===== src/pkg/flash_host_pkg.sv =====
// shared constants, register map and state types for the flash host controller
package flash_host_pkg;

	// ==========================================================
	// clock and pin timing
	localparam int CLK_PERIOD_NS   = 5;
	localparam int WR_SETUP_NS     = 20;
	localparam int WR_PULSE_NS     = 50;
	localparam int WR_RECOVER_NS   = 30;
	localparam int RD_ACCESS_NS    = 90;
	localparam int BUSY_SEEN_NS    = 200;
	localparam int WAKE_TO_READ_NS = 600;
	localparam int WAKE_TO_WRITE_NS = 1000;
	localparam int SYNC_LAG_CYC    = 3;

	localparam int WR_SETUP_CYC  = (WR_SETUP_NS + CLK_PERIOD_NS - 1) / CLK_PERIOD_NS;
	localparam int WR_PULSE_CYC  = (WR_PULSE_NS + CLK_PERIOD_NS - 1) / CLK_PERIOD_NS;
	localparam int WR_RECOVER_CYC = (WR_RECOVER_NS + CLK_PERIOD_NS - 1) / CLK_PERIOD_NS;
	localparam int RD_SAMPLE_CYC = (RD_ACCESS_NS + CLK_PERIOD_NS - 1) / CLK_PERIOD_NS + SYNC_LAG_CYC;
	localparam int BUSY_SEEN_CYC = (BUSY_SEEN_NS + CLK_PERIOD_NS - 1) / CLK_PERIOD_NS + SYNC_LAG_CYC;
	localparam int WAKE_TO_READ_CYC = (WAKE_TO_READ_NS + CLK_PERIOD_NS - 1) / CLK_PERIOD_NS;
	localparam int WAKE_TO_WRITE_CYC = (WAKE_TO_WRITE_NS + CLK_PERIOD_NS - 1) / CLK_PERIOD_NS;

	localparam int TIMER_W = 16;
	localparam int ADDR_W  = 20;
	localparam int DATA_W  = 16;

	// ==========================================================
	// device command words
	localparam logic [15:0] CMD_READ_ARRAY    = 16'h00FF;
	localparam logic [15:0] CMD_READ_STATUS   = 16'h0070;
	localparam logic [15:0] CMD_CLEAR_STATUS  = 16'h0050;
	localparam logic [15:0] CMD_ERASE_SETUP   = 16'h0020;
	localparam logic [15:0] CMD_ERASE_CONFIRM = 16'h00D0;
	localparam logic [15:0] CMD_PROGRAM_SETUP = 16'h0040;

	// device status word bit positions
	localparam int DEV_READY_BIT  = 7;
	localparam int DEV_ERASE_BIT  = 5;
	localparam int DEV_PROG_BIT   = 4;
	localparam int DEV_SUPPLY_BIT = 3;

	// ==========================================================
	// software register map (byte addresses)
	localparam logic [4:0] REG_CTRL   = 5'h00;
	localparam logic [4:0] REG_ADDR   = 5'h04;
	localparam logic [4:0] REG_WDATA  = 5'h08;
	localparam logic [4:0] REG_RDATA  = 5'h0C;
	localparam logic [4:0] REG_STATUS = 5'h10;

	localparam int CTRL_OP_LSB   = 0;
	localparam int CTRL_START_BIT = 3;
	localparam int CTRL_PD_BIT   = 4;

	localparam int ST_BUSY_BIT     = 0;
	localparam int ST_PIN_RDY_BIT  = 1;
	localparam int ST_PD_BIT       = 2;
	localparam int ST_NEED_RA_BIT  = 3;
	localparam int ST_ABORT_BIT    = 4;
	localparam int ST_MRDY_BIT     = 5;
	localparam int ST_EERR_BIT     = 6;
	localparam int ST_PERR_BIT     = 7;
	localparam int ST_SUPPLY_BIT   = 8;
	localparam int ST_IMPROPER_BIT = 9;
	localparam int ST_WR_OK_BIT    = 10;

	// ==========================================================
	// operations and sequencer states
	typedef enum logic [2:0] {OP_READ, OP_PROGRAM, OP_ERASE, OP_STATUS, OP_CLEAR} op_e;

	typedef enum logic [3:0] {
		P_PD, P_WAKE, P_IDLE, P_WSET, P_WLOW, P_WREC, P_BUSY, P_RSET, P_RDONE
	} phase_e;

endpackage


===== src/cycle_timer.sv =====
// loadable down counter; done is high once the loaded count has run out
`timescale 1ns/1ps
module cycle_timer (
	input  wire logic                              clk,    // system clock
	input  wire logic                              rst_n,  // async reset, active low
	input  wire logic                              load,   // restart with value
	input  wire logic [flash_host_pkg::TIMER_W-1:0] value, // cycles until done
	output logic                                   done    // count exhausted
);
	logic [flash_host_pkg::TIMER_W-1:0] count_ff, nxt_count;

	always_comb
	begin
		if (load)
			nxt_count = value;
		else if (count_ff != '0)
			nxt_count = count_ff - 1'b1;
		else
			nxt_count = count_ff;
	end

	// resets to all ones so nothing counts as elapsed for 65535 cycles after reset unless loaded first
	always_ff @(posedge clk or negedge rst_n)
	begin
		if (!rst_n)
			count_ff <= '1;
		else
			count_ff <= nxt_count;
	end

	assign done = (count_ff == '0);
endmodule


===== src/flash_host_ctrl.sv =====
// host-side controller driving a parallel flash through its pins, with an Avalon-MM register slave
`timescale 1ns/1ps
module flash_host_ctrl (
	input  wire logic        clk,                    // 200 MHz clock
	input  wire logic        rst_n,                  // async reset, active low
	input  wire logic [4:0]  avs_address,            // byte address
	input  wire logic        avs_read,               // read request
	input  wire logic        avs_write,              // write request
	input  wire logic [31:0] avs_writedata,          // write data
	input  wire logic [3:0]  avs_byteenable,         // byte lanes
	output logic      [31:0] avs_readdata,           // read data
	output logic             avs_waitrequest,        // stall
	output logic      [19:0] flash_addr,             // flash address
	input  wire logic [15:0] flash_dq_in,            // data pins, in
	output logic      [15:0] flash_dq_out,           // data pins, out
	output logic             flash_dq_oe,            // data pins driven
	output logic             flash_ce_n,             // chip select
	output logic             flash_we_n,             // write strobe
	output logic             flash_oe_n,             // output enable
	output logic             reset_powerdown_in_n,   // reset/power-down pin
	input  wire logic        op_done_open_drain_out  // ready/busy pin via pull-up
);
	// ==========================================================
	// helpers
	function automatic logic [1:0] write_count(flash_host_pkg::op_e op, logic need_ra);
		case (op)
			flash_host_pkg::OP_PROGRAM: write_count = 2'd2;
			flash_host_pkg::OP_ERASE:   write_count = 2'd2;
			flash_host_pkg::OP_READ:    write_count = need_ra ? 2'd1 : 2'd0;
			default:                    write_count = 2'd1;
		endcase
	endfunction

	function automatic logic [15:0] cmd_word(flash_host_pkg::op_e op, logic [1:0] idx, logic [15:0] data);
		case (op)
			flash_host_pkg::OP_PROGRAM: cmd_word = (idx == 2'd0) ? flash_host_pkg::CMD_PROGRAM_SETUP : data;
			flash_host_pkg::OP_ERASE:   cmd_word = (idx == 2'd0) ? flash_host_pkg::CMD_ERASE_SETUP
			                                                     : flash_host_pkg::CMD_ERASE_CONFIRM;
			flash_host_pkg::OP_STATUS:  cmd_word = flash_host_pkg::CMD_READ_STATUS;
			flash_host_pkg::OP_CLEAR:   cmd_word = flash_host_pkg::CMD_CLEAR_STATUS;
			default:                    cmd_word = flash_host_pkg::CMD_READ_ARRAY;
		endcase
	endfunction

	function automatic logic [31:0] merge(logic [31:0] old, logic [31:0] nw, logic [3:0] be);
		for (int i = 0; i < 4; i++)
			merge[i*8 +: 8] = be[i] ? nw[i*8 +: 8] : old[i*8 +: 8];
	endfunction

	// ==========================================================
	// pin inputs and timers
	logic        rdy_pin;
	logic [15:0] dq_sync;
	logic        ph_load, ph_done, wake_load, rd_wake_done, wr_wake_done;
	logic [flash_host_pkg::TIMER_W-1:0] ph_val;

	pin_sync #(.W(1)) u_rdy_sync (
		.clk   (clk),
		.rst_n (rst_n),
		.pin   (op_done_open_drain_out),
		.level (rdy_pin)
	);
	pin_sync #(.W(16)) u_dq_sync (
		.clk   (clk),
		.rst_n (rst_n),
		.pin   (flash_dq_in),
		.level (dq_sync)
	);
	cycle_timer u_phase_tmr (
		.clk   (clk),
		.rst_n (rst_n),
		.load  (ph_load),
		.value (ph_val),
		.done  (ph_done)
	);
	cycle_timer u_wake_rd_tmr (
		.clk   (clk),
		.rst_n (rst_n),
		.load  (wake_load),
		.value (flash_host_pkg::TIMER_W'(flash_host_pkg::WAKE_TO_READ_CYC)),
		.done  (rd_wake_done)
	);
	cycle_timer u_wake_wr_tmr (
		.clk   (clk),
		.rst_n (rst_n),
		.load  (wake_load),
		.value (flash_host_pkg::TIMER_W'(flash_host_pkg::WAKE_TO_WRITE_CYC)),
		.done  (wr_wake_done)
	);

	// ==========================================================
	// software registers
	flash_host_pkg::op_e req_op_ff, nxt_req_op;
	logic        pd_req_ff, nxt_pd_req;
	logic [19:0] addr_reg_ff, nxt_addr_reg;
	logic [15:0] wdata_reg_ff, nxt_wdata_reg;
	logic        rd_valid_ff, nxt_rd_valid;
	logic [31:0] rdata_bus_ff, nxt_rdata_bus;
	logic        wr_ctrl, start_req, can_start, start_go, wr_ok, abort_clr;
	logic [31:0] status_word, ctrl_word;

	// sequencer state
	flash_host_pkg::phase_e phase_ff, nxt_phase;
	flash_host_pkg::op_e    op_ff, nxt_op;
	logic [1:0]  wcnt_ff, nxt_wcnt, wtot_ff, nxt_wtot, pulses_ff, nxt_pulses;
	logic        seen_ff, nxt_seen, need_ra_ff, nxt_need_ra, aborted_ff, nxt_aborted;
	logic [3:0]  flags_ff, nxt_flags;
	logic [15:0] rdata_ff, nxt_rdata;
	logic [19:0] op_addr_ff, nxt_op_addr;
	logic        ce_n_ff, we_n_ff, oe_n_ff, rp_n_ff, dq_oe_ff;
	logic        nxt_ce_n, nxt_we_n, nxt_oe_n, nxt_rp_n, nxt_dq_oe;
	logic [15:0] dq_out_ff, nxt_dq_out;

	assign wr_ok     = wr_wake_done && phase_ff != flash_host_pkg::P_PD && phase_ff != flash_host_pkg::P_WAKE;
	assign wr_ctrl   = avs_write && avs_address == flash_host_pkg::REG_CTRL && avs_byteenable[0];
	assign start_req = wr_ctrl && avs_writedata[flash_host_pkg::CTRL_START_BIT];
	assign can_start = phase_ff == flash_host_pkg::P_IDLE && wr_ok && !pd_req_ff;
	assign start_go  = start_req && can_start;
	assign abort_clr = avs_write && avs_address == flash_host_pkg::REG_STATUS && avs_byteenable[0]
	                   && avs_writedata[flash_host_pkg::ST_ABORT_BIT];
	// a start is held off until the sequencer is idle and the wake-to-write delay has run out; while power-down is requested it is dropped instead
	assign avs_waitrequest = (avs_read && !rd_valid_ff) ||
	                         (start_req && !can_start && !pd_req_ff && !avs_writedata[flash_host_pkg::CTRL_PD_BIT]);
	assign avs_readdata = rdata_bus_ff;

	always_comb
	begin
		ctrl_word = '0;
		ctrl_word[flash_host_pkg::CTRL_OP_LSB +: 3] = req_op_ff;
		ctrl_word[flash_host_pkg::CTRL_PD_BIT]      = pd_req_ff;
		status_word = '0;
		status_word[flash_host_pkg::ST_BUSY_BIT]    = phase_ff != flash_host_pkg::P_IDLE;
		status_word[flash_host_pkg::ST_PIN_RDY_BIT] = rdy_pin;
		status_word[flash_host_pkg::ST_PD_BIT]      = !rp_n_ff;
		status_word[flash_host_pkg::ST_NEED_RA_BIT] = need_ra_ff;
		status_word[flash_host_pkg::ST_ABORT_BIT]   = aborted_ff;
		status_word[flash_host_pkg::ST_MRDY_BIT +: 4] = flags_ff;
		status_word[flash_host_pkg::ST_IMPROPER_BIT] = flags_ff[1] && flags_ff[2];
		status_word[flash_host_pkg::ST_WR_OK_BIT]   = wr_ok;

		nxt_req_op    = req_op_ff;
		nxt_pd_req    = pd_req_ff;
		nxt_addr_reg  = addr_reg_ff;
		nxt_wdata_reg = wdata_reg_ff;
		nxt_rd_valid  = avs_read && !rd_valid_ff;
		nxt_rdata_bus = rdata_bus_ff;
		if (wr_ctrl && !avs_waitrequest)
		begin
			nxt_req_op = flash_host_pkg::op_e'(avs_writedata[flash_host_pkg::CTRL_OP_LSB +: 3]);
			nxt_pd_req = avs_writedata[flash_host_pkg::CTRL_PD_BIT];
		end
		if (avs_write && avs_address == flash_host_pkg::REG_ADDR)
			nxt_addr_reg = 20'(merge({12'h000, addr_reg_ff}, avs_writedata, avs_byteenable));
		if (avs_write && avs_address == flash_host_pkg::REG_WDATA)
			nxt_wdata_reg = 16'(merge({16'h0000, wdata_reg_ff}, avs_writedata, avs_byteenable));
		if (avs_read && !rd_valid_ff)
		begin
			case (avs_address)
				flash_host_pkg::REG_CTRL:   nxt_rdata_bus = ctrl_word;
				flash_host_pkg::REG_ADDR:   nxt_rdata_bus = {12'h000, addr_reg_ff};
				flash_host_pkg::REG_WDATA:  nxt_rdata_bus = {16'h0000, wdata_reg_ff};
				flash_host_pkg::REG_RDATA:  nxt_rdata_bus = {16'h0000, rdata_ff};
				flash_host_pkg::REG_STATUS: nxt_rdata_bus = status_word;
				default:                    nxt_rdata_bus = 32'h0000_0000;
			endcase
		end
	end

	// ==========================================================
	// command sequencer
	always_comb
	begin
		nxt_phase   = phase_ff;
		nxt_op      = op_ff;
		nxt_wcnt    = wcnt_ff;
		nxt_wtot    = wtot_ff;
		nxt_pulses  = pulses_ff;
		nxt_seen    = seen_ff;
		nxt_need_ra = need_ra_ff;
		nxt_flags   = flags_ff;
		nxt_rdata   = rdata_ff;
		nxt_op_addr = op_addr_ff;
		nxt_aborted = aborted_ff && !abort_clr;
		ph_load     = 1'b0;
		ph_val      = '0;
		case (phase_ff)
			flash_host_pkg::P_PD:
			begin
				if (!pd_req_ff)
					nxt_phase = flash_host_pkg::P_WAKE;
			end
			flash_host_pkg::P_WAKE:
			begin
				if (rd_wake_done)
					nxt_phase = flash_host_pkg::P_IDLE;
			end
			flash_host_pkg::P_IDLE:
			begin
				if (start_go)
				begin
					// op written together with start takes effect at once
					nxt_op      = nxt_req_op;
					nxt_op_addr = addr_reg_ff;
					nxt_wcnt    = 2'd0;
					nxt_pulses  = 2'd0;
					nxt_wtot    = write_count(nxt_req_op, need_ra_ff);
					ph_load     = 1'b1;
					if (nxt_wtot == 2'd0)
					begin
						nxt_phase = flash_host_pkg::P_RSET;
						ph_val    = flash_host_pkg::TIMER_W'(flash_host_pkg::RD_SAMPLE_CYC);
					end
					else
					begin
						nxt_phase = flash_host_pkg::P_WSET;
						ph_val    = flash_host_pkg::TIMER_W'(flash_host_pkg::WR_SETUP_CYC);
					end
				end
				else if (pd_req_ff)
					nxt_phase = flash_host_pkg::P_PD;
			end
			flash_host_pkg::P_WSET:
			begin
				if (ph_done)
				begin
					nxt_phase = flash_host_pkg::P_WLOW;
					ph_load   = 1'b1;
					ph_val    = flash_host_pkg::TIMER_W'(flash_host_pkg::WR_PULSE_CYC);
				end
			end
			flash_host_pkg::P_WLOW:
			begin
				if (ph_done)
				begin
					nxt_phase  = flash_host_pkg::P_WREC;
					nxt_pulses = pulses_ff + 2'd1;
					ph_load    = 1'b1;
					ph_val     = flash_host_pkg::TIMER_W'(flash_host_pkg::WR_RECOVER_CYC);
				end
			end
			flash_host_pkg::P_WREC:
			begin
				if (ph_done)
				begin
					ph_load = 1'b1;
					if (wcnt_ff + 2'd1 < wtot_ff)
					begin
						// second cycle of a two-cycle sequence
						nxt_wcnt  = wcnt_ff + 2'd1;
						nxt_phase = flash_host_pkg::P_WSET;
						ph_val    = flash_host_pkg::TIMER_W'(flash_host_pkg::WR_SETUP_CYC);
					end
					else if (op_ff == flash_host_pkg::OP_PROGRAM || op_ff == flash_host_pkg::OP_ERASE)
					begin
						nxt_phase = flash_host_pkg::P_BUSY;
						nxt_seen  = 1'b0;
						ph_val    = flash_host_pkg::TIMER_W'(flash_host_pkg::BUSY_SEEN_CYC);
					end
					else if (op_ff == flash_host_pkg::OP_CLEAR)
					begin
						nxt_flags = 4'h0;
						nxt_phase = flash_host_pkg::P_IDLE;
					end
					else
					begin
						if (op_ff == flash_host_pkg::OP_READ)
							nxt_need_ra = 1'b0;
						nxt_phase = flash_host_pkg::P_RSET;
						ph_val    = flash_host_pkg::TIMER_W'(flash_host_pkg::RD_SAMPLE_CYC);
					end
				end
			end
			flash_host_pkg::P_BUSY:
			begin
				if (!rdy_pin)
					nxt_seen = 1'b1;
				if (pd_req_ff)
				begin
					// dropping reset mid-operation aborts it; software must reissue the sequence
					nxt_aborted = 1'b1;
					nxt_phase   = flash_host_pkg::P_PD;
				end
				else if (rdy_pin && (seen_ff || ph_done))
				begin
					// device sits in status mode afterwards, so the next read fetches its status
					nxt_op      = flash_host_pkg::OP_STATUS;
					nxt_need_ra = 1'b1;
					nxt_phase   = flash_host_pkg::P_RSET;
					ph_load     = 1'b1;
					ph_val      = flash_host_pkg::TIMER_W'(flash_host_pkg::RD_SAMPLE_CYC);
				end
			end
			flash_host_pkg::P_RSET:
			begin
				if (ph_done)
				begin
					nxt_rdata = dq_sync;
					if (op_ff == flash_host_pkg::OP_STATUS)
						nxt_flags = {dq_sync[flash_host_pkg::DEV_SUPPLY_BIT], dq_sync[flash_host_pkg::DEV_PROG_BIT],
						             dq_sync[flash_host_pkg::DEV_ERASE_BIT], dq_sync[flash_host_pkg::DEV_READY_BIT]};
					nxt_phase = flash_host_pkg::P_RDONE;
				end
			end
			flash_host_pkg::P_RDONE:
				nxt_phase = flash_host_pkg::P_IDLE;
			default:
				nxt_phase = flash_host_pkg::P_IDLE;
		endcase
		if (nxt_phase == flash_host_pkg::P_PD)
		begin
			// device clears its status and returns to read-array mode, mirror that
			nxt_flags   = 4'h0;
			nxt_need_ra = 1'b0;
		end
		wake_load = phase_ff == flash_host_pkg::P_PD && nxt_phase == flash_host_pkg::P_WAKE;
		nxt_rp_n  = nxt_phase != flash_host_pkg::P_PD;
		nxt_ce_n  = !(nxt_phase == flash_host_pkg::P_WSET || nxt_phase == flash_host_pkg::P_WLOW ||
		              nxt_phase == flash_host_pkg::P_RSET);
		nxt_we_n  = nxt_phase != flash_host_pkg::P_WLOW;
		nxt_oe_n  = nxt_phase != flash_host_pkg::P_RSET;
		nxt_dq_oe = nxt_phase == flash_host_pkg::P_WSET || nxt_phase == flash_host_pkg::P_WLOW ||
		            nxt_phase == flash_host_pkg::P_WREC;
		nxt_dq_out = cmd_word(nxt_op, nxt_wcnt, wdata_reg_ff);
	end

	always_ff @(posedge clk or negedge rst_n)
	begin
		if (!rst_n)
		begin
			req_op_ff    <= flash_host_pkg::OP_READ;
			pd_req_ff    <= 1'b0;
			addr_reg_ff  <= '0;
			wdata_reg_ff <= '0;
			rd_valid_ff  <= 1'b0;
			rdata_bus_ff <= '0;
			phase_ff     <= flash_host_pkg::P_PD;
			op_ff        <= flash_host_pkg::OP_READ;
			wcnt_ff      <= '0;
			wtot_ff      <= '0;
			pulses_ff    <= '0;
			seen_ff      <= 1'b0;
			need_ra_ff   <= 1'b0;
			aborted_ff   <= 1'b0;
			flags_ff     <= '0;
			rdata_ff     <= '0;
			op_addr_ff   <= '0;
			ce_n_ff      <= 1'b1;
			we_n_ff      <= 1'b1;
			oe_n_ff      <= 1'b1;
			rp_n_ff      <= 1'b0;
			dq_oe_ff     <= 1'b0;
			dq_out_ff    <= '0;
		end
		else
		begin
			req_op_ff    <= nxt_req_op;
			pd_req_ff    <= nxt_pd_req;
			addr_reg_ff  <= nxt_addr_reg;
			wdata_reg_ff <= nxt_wdata_reg;
			rd_valid_ff  <= nxt_rd_valid;
			rdata_bus_ff <= nxt_rdata_bus;
			phase_ff     <= nxt_phase;
			op_ff        <= nxt_op;
			wcnt_ff      <= nxt_wcnt;
			wtot_ff      <= nxt_wtot;
			pulses_ff    <= nxt_pulses;
			seen_ff      <= nxt_seen;
			need_ra_ff   <= nxt_need_ra;
			aborted_ff   <= nxt_aborted;
			flags_ff     <= nxt_flags;
			rdata_ff     <= nxt_rdata;
			op_addr_ff   <= nxt_op_addr;
			ce_n_ff      <= nxt_ce_n;
			we_n_ff      <= nxt_we_n;
			oe_n_ff      <= nxt_oe_n;
			rp_n_ff      <= nxt_rp_n;
			dq_oe_ff     <= nxt_dq_oe;
			dq_out_ff    <= nxt_dq_out;
		end
	end

	assign flash_addr           = op_addr_ff;
	assign flash_dq_out         = dq_out_ff;
	assign flash_dq_oe          = dq_oe_ff;
	assign flash_ce_n           = ce_n_ff;
	assign flash_we_n           = we_n_ff;
	assign flash_oe_n           = oe_n_ff;
	assign reset_powerdown_in_n = rp_n_ff;
endmodule


===== src/pin_sync.sv =====
// three-stage pin synchroniser; output moves once the last two stages agree
`timescale 1ns/1ps
module pin_sync #(
	parameter int W = 1
) (
	input  wire logic         clk,    // system clock
	input  wire logic         rst_n,  // async reset, active low
	input  wire logic [W-1:0] pin,    // raw pin level
	output logic      [W-1:0] level   // filtered level
);
	logic [W-1:0] s1_ff, s2_ff, s3_ff, level_ff;
	logic [W-1:0] nxt_level;

	always_comb
	begin
		for (int i = 0; i < W; i++)
			nxt_level[i] = (s2_ff[i] == s3_ff[i]) ? s3_ff[i] : level_ff[i];
	end

	always_ff @(posedge clk or negedge rst_n)
	begin
		if (!rst_n)
		begin
			s1_ff    <= '0;
			s2_ff    <= '0;
			s3_ff    <= '0;
			level_ff <= '0;
		end
		else
		begin
			s1_ff    <= pin;
			s2_ff    <= s1_ff;
			s3_ff    <= s2_ff;
			level_ff <= nxt_level;
		end
	end

	assign level = level_ff;
endmodule

===== config.mk =====
export PLATFORM = sky130hd
export DESIGN_NAME = flash_host_ctrl
export DESIGN_NICKNAME = d
export VERILOG_FILES = /design/src/pkg/flash_host_pkg.sv /design/src/cycle_timer.sv /design/src/flash_host_ctrl.sv /design/src/pin_sync.sv
export SDC_FILE = /design/constraint.sdc
export NUM_CORES = 1
export LEC_CHECK = 0
export BUFFER_PORTS_ARGS = -buffer_cell sky130_fd_sc_hd__buf_2
export CAP_MARGIN = 20
export CORE_AREA = 2 2 138 140
export DETAILED_ROUTE_END_ITERATION = 10
export DIE_AREA = 0 0 140 142
export PLACE_DENSITY = 0.8
export SETUP_SLACK_MARGIN = 0.5
export SYNTH_ARGS = -nofsm -noshare
export SYNTH_HDL_FRONTEND = slang
export SYNTH_SLANG_ARGS = --single-unit

===== constraint.sdc =====
create_clock -name clk -period 4.81 [get_ports clk]
set_input_delay 0.962 -clock clk [delete_from_list [all_inputs] [get_ports clk]]
set_output_delay 0.962 -clock clk [all_outputs]
set_load 0.01 [all_outputs]

==> results of run 1 <==
==> area by class of cell <==
cell class	instances	area, um^2	share of cell area, %
clock inverter	9	114	0.934
antenna	1	2.50	0.0205
tap	234	293	2.40
multi-input combinational	598	3980	32.6
clock buffer	36	737	6.04
timing repair buffer	122	648	5.31
sequential	252	6370	52.2
inverter	15	56.3	0.462
==> worst max-delay path, stage by stage, from the launching register on <==
cell,delay [ns]
dfstp_2,0.38
or4_1,0.71
or4_1,0.74
o311ai_0,0.34
nand2_1,0.16
buf_2,0.17
==> cells in the mapped netlist, drive strengths merged, types with 3 or more instances <==
cell type	instances
maj3	17
or2	3
buf	19
nand2	111
ha	5
nor3b	5
and3	9
o31a	3
nand3	12
or4	11
o21ai	35
a22o	7
nor3	24
nor2	69
nand2b	7
o31ai	3
a31oi	3
dfrtp	201
xnor2	24
dfstp	51
nand4	9
xor2	15
or3	15
nor4	17
and2	11
a221oi	4
a21oi	25
nor2b	4
a21boi	4
a21o	10
inv	15
a211oi	4
a222oi	5
a2111oi	4
mux2i	8
clkbuf	38
a22oi	9
mux2	62
==> power groups by stage <==
stage | clock (uW) | sequential [uW] | combinational, uW
floorplan | 0 | 2620 | 619
global placement | 0 | 2680 | 793
detailed placement | 0 | 2690 | 822
CTS | 2020 | 2660 | 829
global route | 2120 | 2700 | 930
finish | 1990 | 2660 | 822
==> worst max-delay path by stage <==
stage	to	depth (start not counted)	startpoint	slack, ns
after floorplan	flash_dq_out[5]	9	avs_address[1]	1.35
after global placement	flash_dq_out[0]	8	avs_address[3]	0.80
after detailed placement	flash_dq_out[15]	8	avs_address[3]	0.76
after CTS	avs_waitrequest	5	u_wake_wr_tmr.count_ff[3]	0.79
after global routing	avs_waitrequest	5	u_wake_wr_tmr.count_ff[3]	0.73
final	avs_waitrequest	5	u_wake_wr_tmr.count_ff[3]	0.80
==> per-stage QoR <==
stage | total power, uW | utilization (%) | std cells | cell area (um^2)
6_report | 5480 | 66.1 | 1267 | 12200
5_1_grt | 5750 | 66.1 | 1267 | 12200
4_1_cts | 5520 | 66.0 | 1265 | 12200
3_5_place_dp | 3510 | 61.4 | 1220 | 11300
3_3_place_gp | 3470 | 61.4 | 1220 | 11300
2_1_floorplan | 3240 | - | 922 | 10700
==> kinds of logic (layout without fill, tap and decap cells) <==
logic type / after synthesis / after routing
compound gates: 137 / 137
xor+xnor: 39 / 39
fa+ha+maj: 22 / 22
buf+inv: 72 / 182
flops: 252 / 252
mux: 70 / 70
other cells: 1 / 13
simple gates: 318 / 318
==> layer usage <==
layer / wire length (um) / part of all wire (%)
met1: 9910 / 43
met2: 10900 / 47
met3: 1520 / 6.6
met4: 829 / 3.6
met5: 0 / 0
==> flow_summary.toml, run 1 <==
[die]
floorplan.die_area_mm2 = 0.0199
row_count = 50
die_w_um = 140
core_area_mm2 = 0.0185
floorplan.initialDensity_pct = 57.6
io-pin-count = 136
chipHeight_um = 142

[sta]
final_min_period_over_clock_period_pct = 83.4
finalCriticalPeriod_ns = 4.01
max_slew.worst_pin.slew_ns = 0.898
timing_max_transition_violations_final = 0
fin_worst_skew_ns = 0.00988
hold_violations = 0
timing.fmax_ghz = 0.249
finalSetupViolations = 0
grt_setup_unrepaired = "no"
final_critical_path_setup_slack_ns = 0.797
fin_hold_ws_ns = 0.347
relSlewSlack_pct = 40.1
setup-tns-final_ns = 0

[synth]
synth_seq_area_share_pct = 59.9
post-synth-top-area-fraction_pct = 47.3
synth_edf_count = 0
muxShareOfSynthArea_pct = 7.35
synth_area_leaders = "dfrtp_1 47%, dfstp_2 13%, mux2_2 6.5%"
postSynth.asyncResetShare_pct = 100
syn_inst = 911
syn_area_mm2 = 0.0106
simple_gate_share_of_the_synthesized_area_pct = 15.0
yosys.cell_types.count = 76
synthXorXnorAreaFrac_pct = 3.21
synth_area_in_adders_pct = 2.19
synth-seq-cells = 252
yosys_warnings = 0
largest_family_of_logic_cells_by_synthesized_area = "simple AND/OR/NAND/NOR gates"
avgSynthCellArea_um2 = 11.7
synth_compound_area_share_pct = 9.13
synthFlopType = "dfrtp_1"
synth.largest_area_cell = "dfrtp_1"

[cells_and_area]
filler_cell_count = 1329
final_layout_size_suffix_gt1_share_pct = 28.5
finish.net_count = 1081
area_growth_syn_to_layout_pct = 14.7
most_frequent_cells_in_the_layout = "201 x dfrtp_1, 111 x nand2_1, 110 x buf_2"
final_common_cell = "dfrtp_1"

[route]
drt-vias-per-instance = 5.87
antenna_violating_nets_post_route = 0
first_iter_violations = 646
routed_wire_length_per_instance_um = 18.3
count_of_vias_placed_by_the_detailed_router = 7434
drc = 9
drt_pass1_iterations = 9
detail_route.wirelength_um = 23200

[min_path]
hold_path.startpoint = "u_dq_sync.s1_ff[10]"
hold_path_depth = 0
hold_path.class = "reg -> reg"
hold_end = "u_dq_sync.s2_ff[10]"

[clocking]
cts_root_buf = "clkbuf_16"
cts_resized = 0
cts_max_level = 1
clock_tree_from_tritoncts = "built"
cts.clk_slew.worst_paths_ns = 0.06
cts_num_sinks = 252
ctsLongestPathBuffers = 3
clock_latency_ns = 0.54
cts_buffers = 25
cts_post_setup_buffers_inserted = 0
hold_fix_buffers_cts = 0

[power]
intPower_uw = 3970
static-leakage-power_uw = 0.00576
seq_power_share_pct = 48.6
power_switching_uw = 1510
power_per_cell_area_mw_per_mm2 = 449
switching_share_pct = 27.5
power.share.clock_pct = 36.4
ir_drop_mv = 0.241
power_frac_comb_pct = 15.0

[global_route]
vias_in_the_first_global_route = 7423
groute.layer.met2.usage_pct = 37.8
global_route.usage.met1_pct = 33.6
gr-usage-all-layers_pct = 23.8
largest_net_degree_at_the_start_of_global_routing = 120
antenna_found_initial = 1
gr-max-usage-layer = "met2"
global_route.usage.met3_pct = 3.77
global_route.overflow_total = 0
grt_pass1_wl_um = 38200

[worst_setup_path]
crit_end_category = "output pin"
cp_max_fo = 10
r2r_start = "u_wake_wr_tmr.count_ff[3]"
start_kind = "register"
timing.critical_path.arrival_ns = 3.05
timing.reg2reg.worst_path_depth = 7
critPathRequiredTime_ns = 3.85
crit_type = "reg -> out"
critical_register_to_register_path_endpoint = "u_phase_tmr.count_ff[1]"
reg2reg_setup_slack_ns = 1.26

[place]
place.detailed.hpwl_um = 15800
port_buffers = 110
dp_slack_ns = 0.765
routabilityCongestion = 0.886

[status]
violations_in_the_final_reports = "DRC"
outcome = "finished, violations left"

[run]
drv_cap = 0
Note: power is estimated with default switching activity, not from simulation.
==> run 2, diff against run 1 <==
Settings changed: CORE_AREA 2 2 138 140 to 2 2 139 141, DIE_AREA 0 0 140 142 to 0 0 141 143, PLACE_DENSITY 0.8 to 0.79.
Clock period 4.81 ns to 3.95 ns, I/O delays scaled along.
==> flow_summary.toml, run 2 (synthesized netlist as in run 1, its figures left out) <==
[status]
outcome = "finished, final reports clean"

[worst_setup_path]
start_kind = "register"
critPathRequiredTime_ns = 3.16
cp_max_fo = 3
crit_type = "reg -> out"
timing.critical_path.arrival_ns = 2.61
crit_end_category = "output pin"
reg2reg_setup_slack_ns = 0.71

[route]
drt-vias-per-instance = 5.77
routed_wire_length_per_instance_um = 18.1
count_of_vias_placed_by_the_detailed_router = 7404
drt_pass1_iterations = 5
detail_route.wirelength_um = 23300
antenna_violating_nets_post_route = 0
drc = 0
first_iter_violations = 552

[sta]
timing_max_transition_violations_final = 0
fin_hold_ws_ns = 0.326
max_slew.worst_pin.slew_ns = 0.896
finalCriticalPeriod_ns = 3.40
hold_violations = 0
fin_worst_skew_ns = 0.0179
timing.fmax_ghz = 0.294
grt_setup_unrepaired = "no"
setup-tns-final_ns = 0
relSlewSlack_pct = 40.3
final_min_period_over_clock_period_pct = 86.2
finalSetupViolations = 0

[place]
port_buffers = 110
routabilityCongestion = 0.875
place.detailed.hpwl_um = 15700

[die]
die_w_um = 141
floorplan.die_area_mm2 = 0.0202
floorplan.initialDensity_pct = 57.2
chipHeight_um = 143
io-pin-count = 136
row_count = 50
core_area_mm2 = 0.0186

[clocking]
cts_root_buf = "clkbuf_16"
clock_tree_from_tritoncts = "built"
ctsLongestPathBuffers = 3
clock_latency_ns = 0.54
cts_buffers = 25
cts_max_level = 1
cts.clk_slew.worst_paths_ns = 0.06
hold_fix_buffers_cts = 0
cts_num_sinks = 252

[power]
ir_drop_mv = 0.377
power_per_cell_area_mw_per_mm2 = 539
static-leakage-power_uw = 0.00583
power_uw = 6660

[cells_and_area]
final_layout_size_suffix_gt1_share_pct = 30.3
finish.net_count = 1098
area_growth_syn_to_layout_pct = 16.1
most_frequent_cells_in_the_layout = "201 x dfrtp_1, 111 x nand2_1, 108 x buf_2"
final_common_cell = "dfrtp_1"
insertedDiodeCount = 0
filler_cell_count = 1342

[global_route]
vias_in_the_first_global_route = 7366
grt_pass1_wl_um = 38100
antenna_found_initial = 0
global_route.overflow_total = 0
gr-usage-all-layers_pct = 23.5
largest_net_degree_at_the_start_of_global_routing = 114

[min_path]
hold_path.class = "in -> async"

[run]
drv_cap = 0
-- run 2: what timing repair did --
item,in CTS,in global routing
cloned,0,0
setup buffers,1,5
pin swaps,1,5
setup endpoints to repair,1,7
endpoints found under the hold margin,0,0
resized for setup,6,8
-- run 2: per-stage QoR --
| step | setup WS [ns] | area, um^2 | utilization (%) | cells |
|---|---|---|---|---|
| 5_1_grt | 0.488 | 12400 | 66.5 | 1284 |
| 6_report | 0.546 | 12400 | 66.5 | 1284 |
| 4_1_cts | 0.538 | 12300 | 66.1 | 1279 |
| 2_1_floorplan | 0.665 | 10700 | - | 922 |
| 3_3_place_gp | 0.282 | 11400 | 61.6 | 1232 |
| 3_5_place_dp | 0.243 | 11400 | 61.6 | 1232 |
-- run 2: per-layer routing --
| layer | track usage [%] | part of all wire (%) | routed length [um] |
|---|---|---|---|
| met1 | 33.6 | 44 | 10300 |
| met2 | 37.8 | 47 | 11000 |
| met3 | 3.25 | 5.5 | 1290 |
| met4 | 7.74 | 2.8 | 642 |
| met5 | 0 | 0 | 0 |
-- run 2: layout make-up --
cell class | instances | area (um^2) | area share [%]
flip-flops and latches | 252 | 6370 | 51.6
multi-input cells | 598 | 4020 | 32.5
repair buffers | 139 | 797 | 6.45
clock buffers | 36 | 697 | 5.64
well taps | 234 | 293 | 2.37
clock inverters | 10 | 120 | 0.972
inverters | 15 | 56.3 | 0.456
-- run 2: worst max-delay path, cell delays in order (launching register included) --
cell      delay [ns]
dfstp_2         0.38
inv_2           0.07
ha_1            0.14
or3b_4          0.38
or4_4           0.58
o311ai_4        0.29
nand2_1         0.10
buf_6           0.14
-- run 2: final timing paths --
check | start | to | depth (start not counted)
setup reg to reg | phase_ff[0] | flash_dq_oe | 7
min in group clk | u_dq_sync.s1_ff[3] | u_dq_sync.s2_ff[3] | 0
hold reg to reg | u_dq_sync.s1_ff[3] | u_dq_sync.s2_ff[3] | 0
setup / recovery | u_wake_wr_tmr.count_ff[0] | avs_waitrequest | 7
max in group asynchronous | rst_n | u_wake_wr_tmr.count_ff[9] | 2
hold / removal | rst_n | phase_ff[2] | 1
-- run 2: where the power goes --
group | switching, uW | internal [uW] | leakage, uW
registers | 261 | 2970 | 0.00312
logic | 604 | 475 | 0.00232
clock network | 984 | 1370 | 0.000397
total | 1850 | 4810 | 0.00583
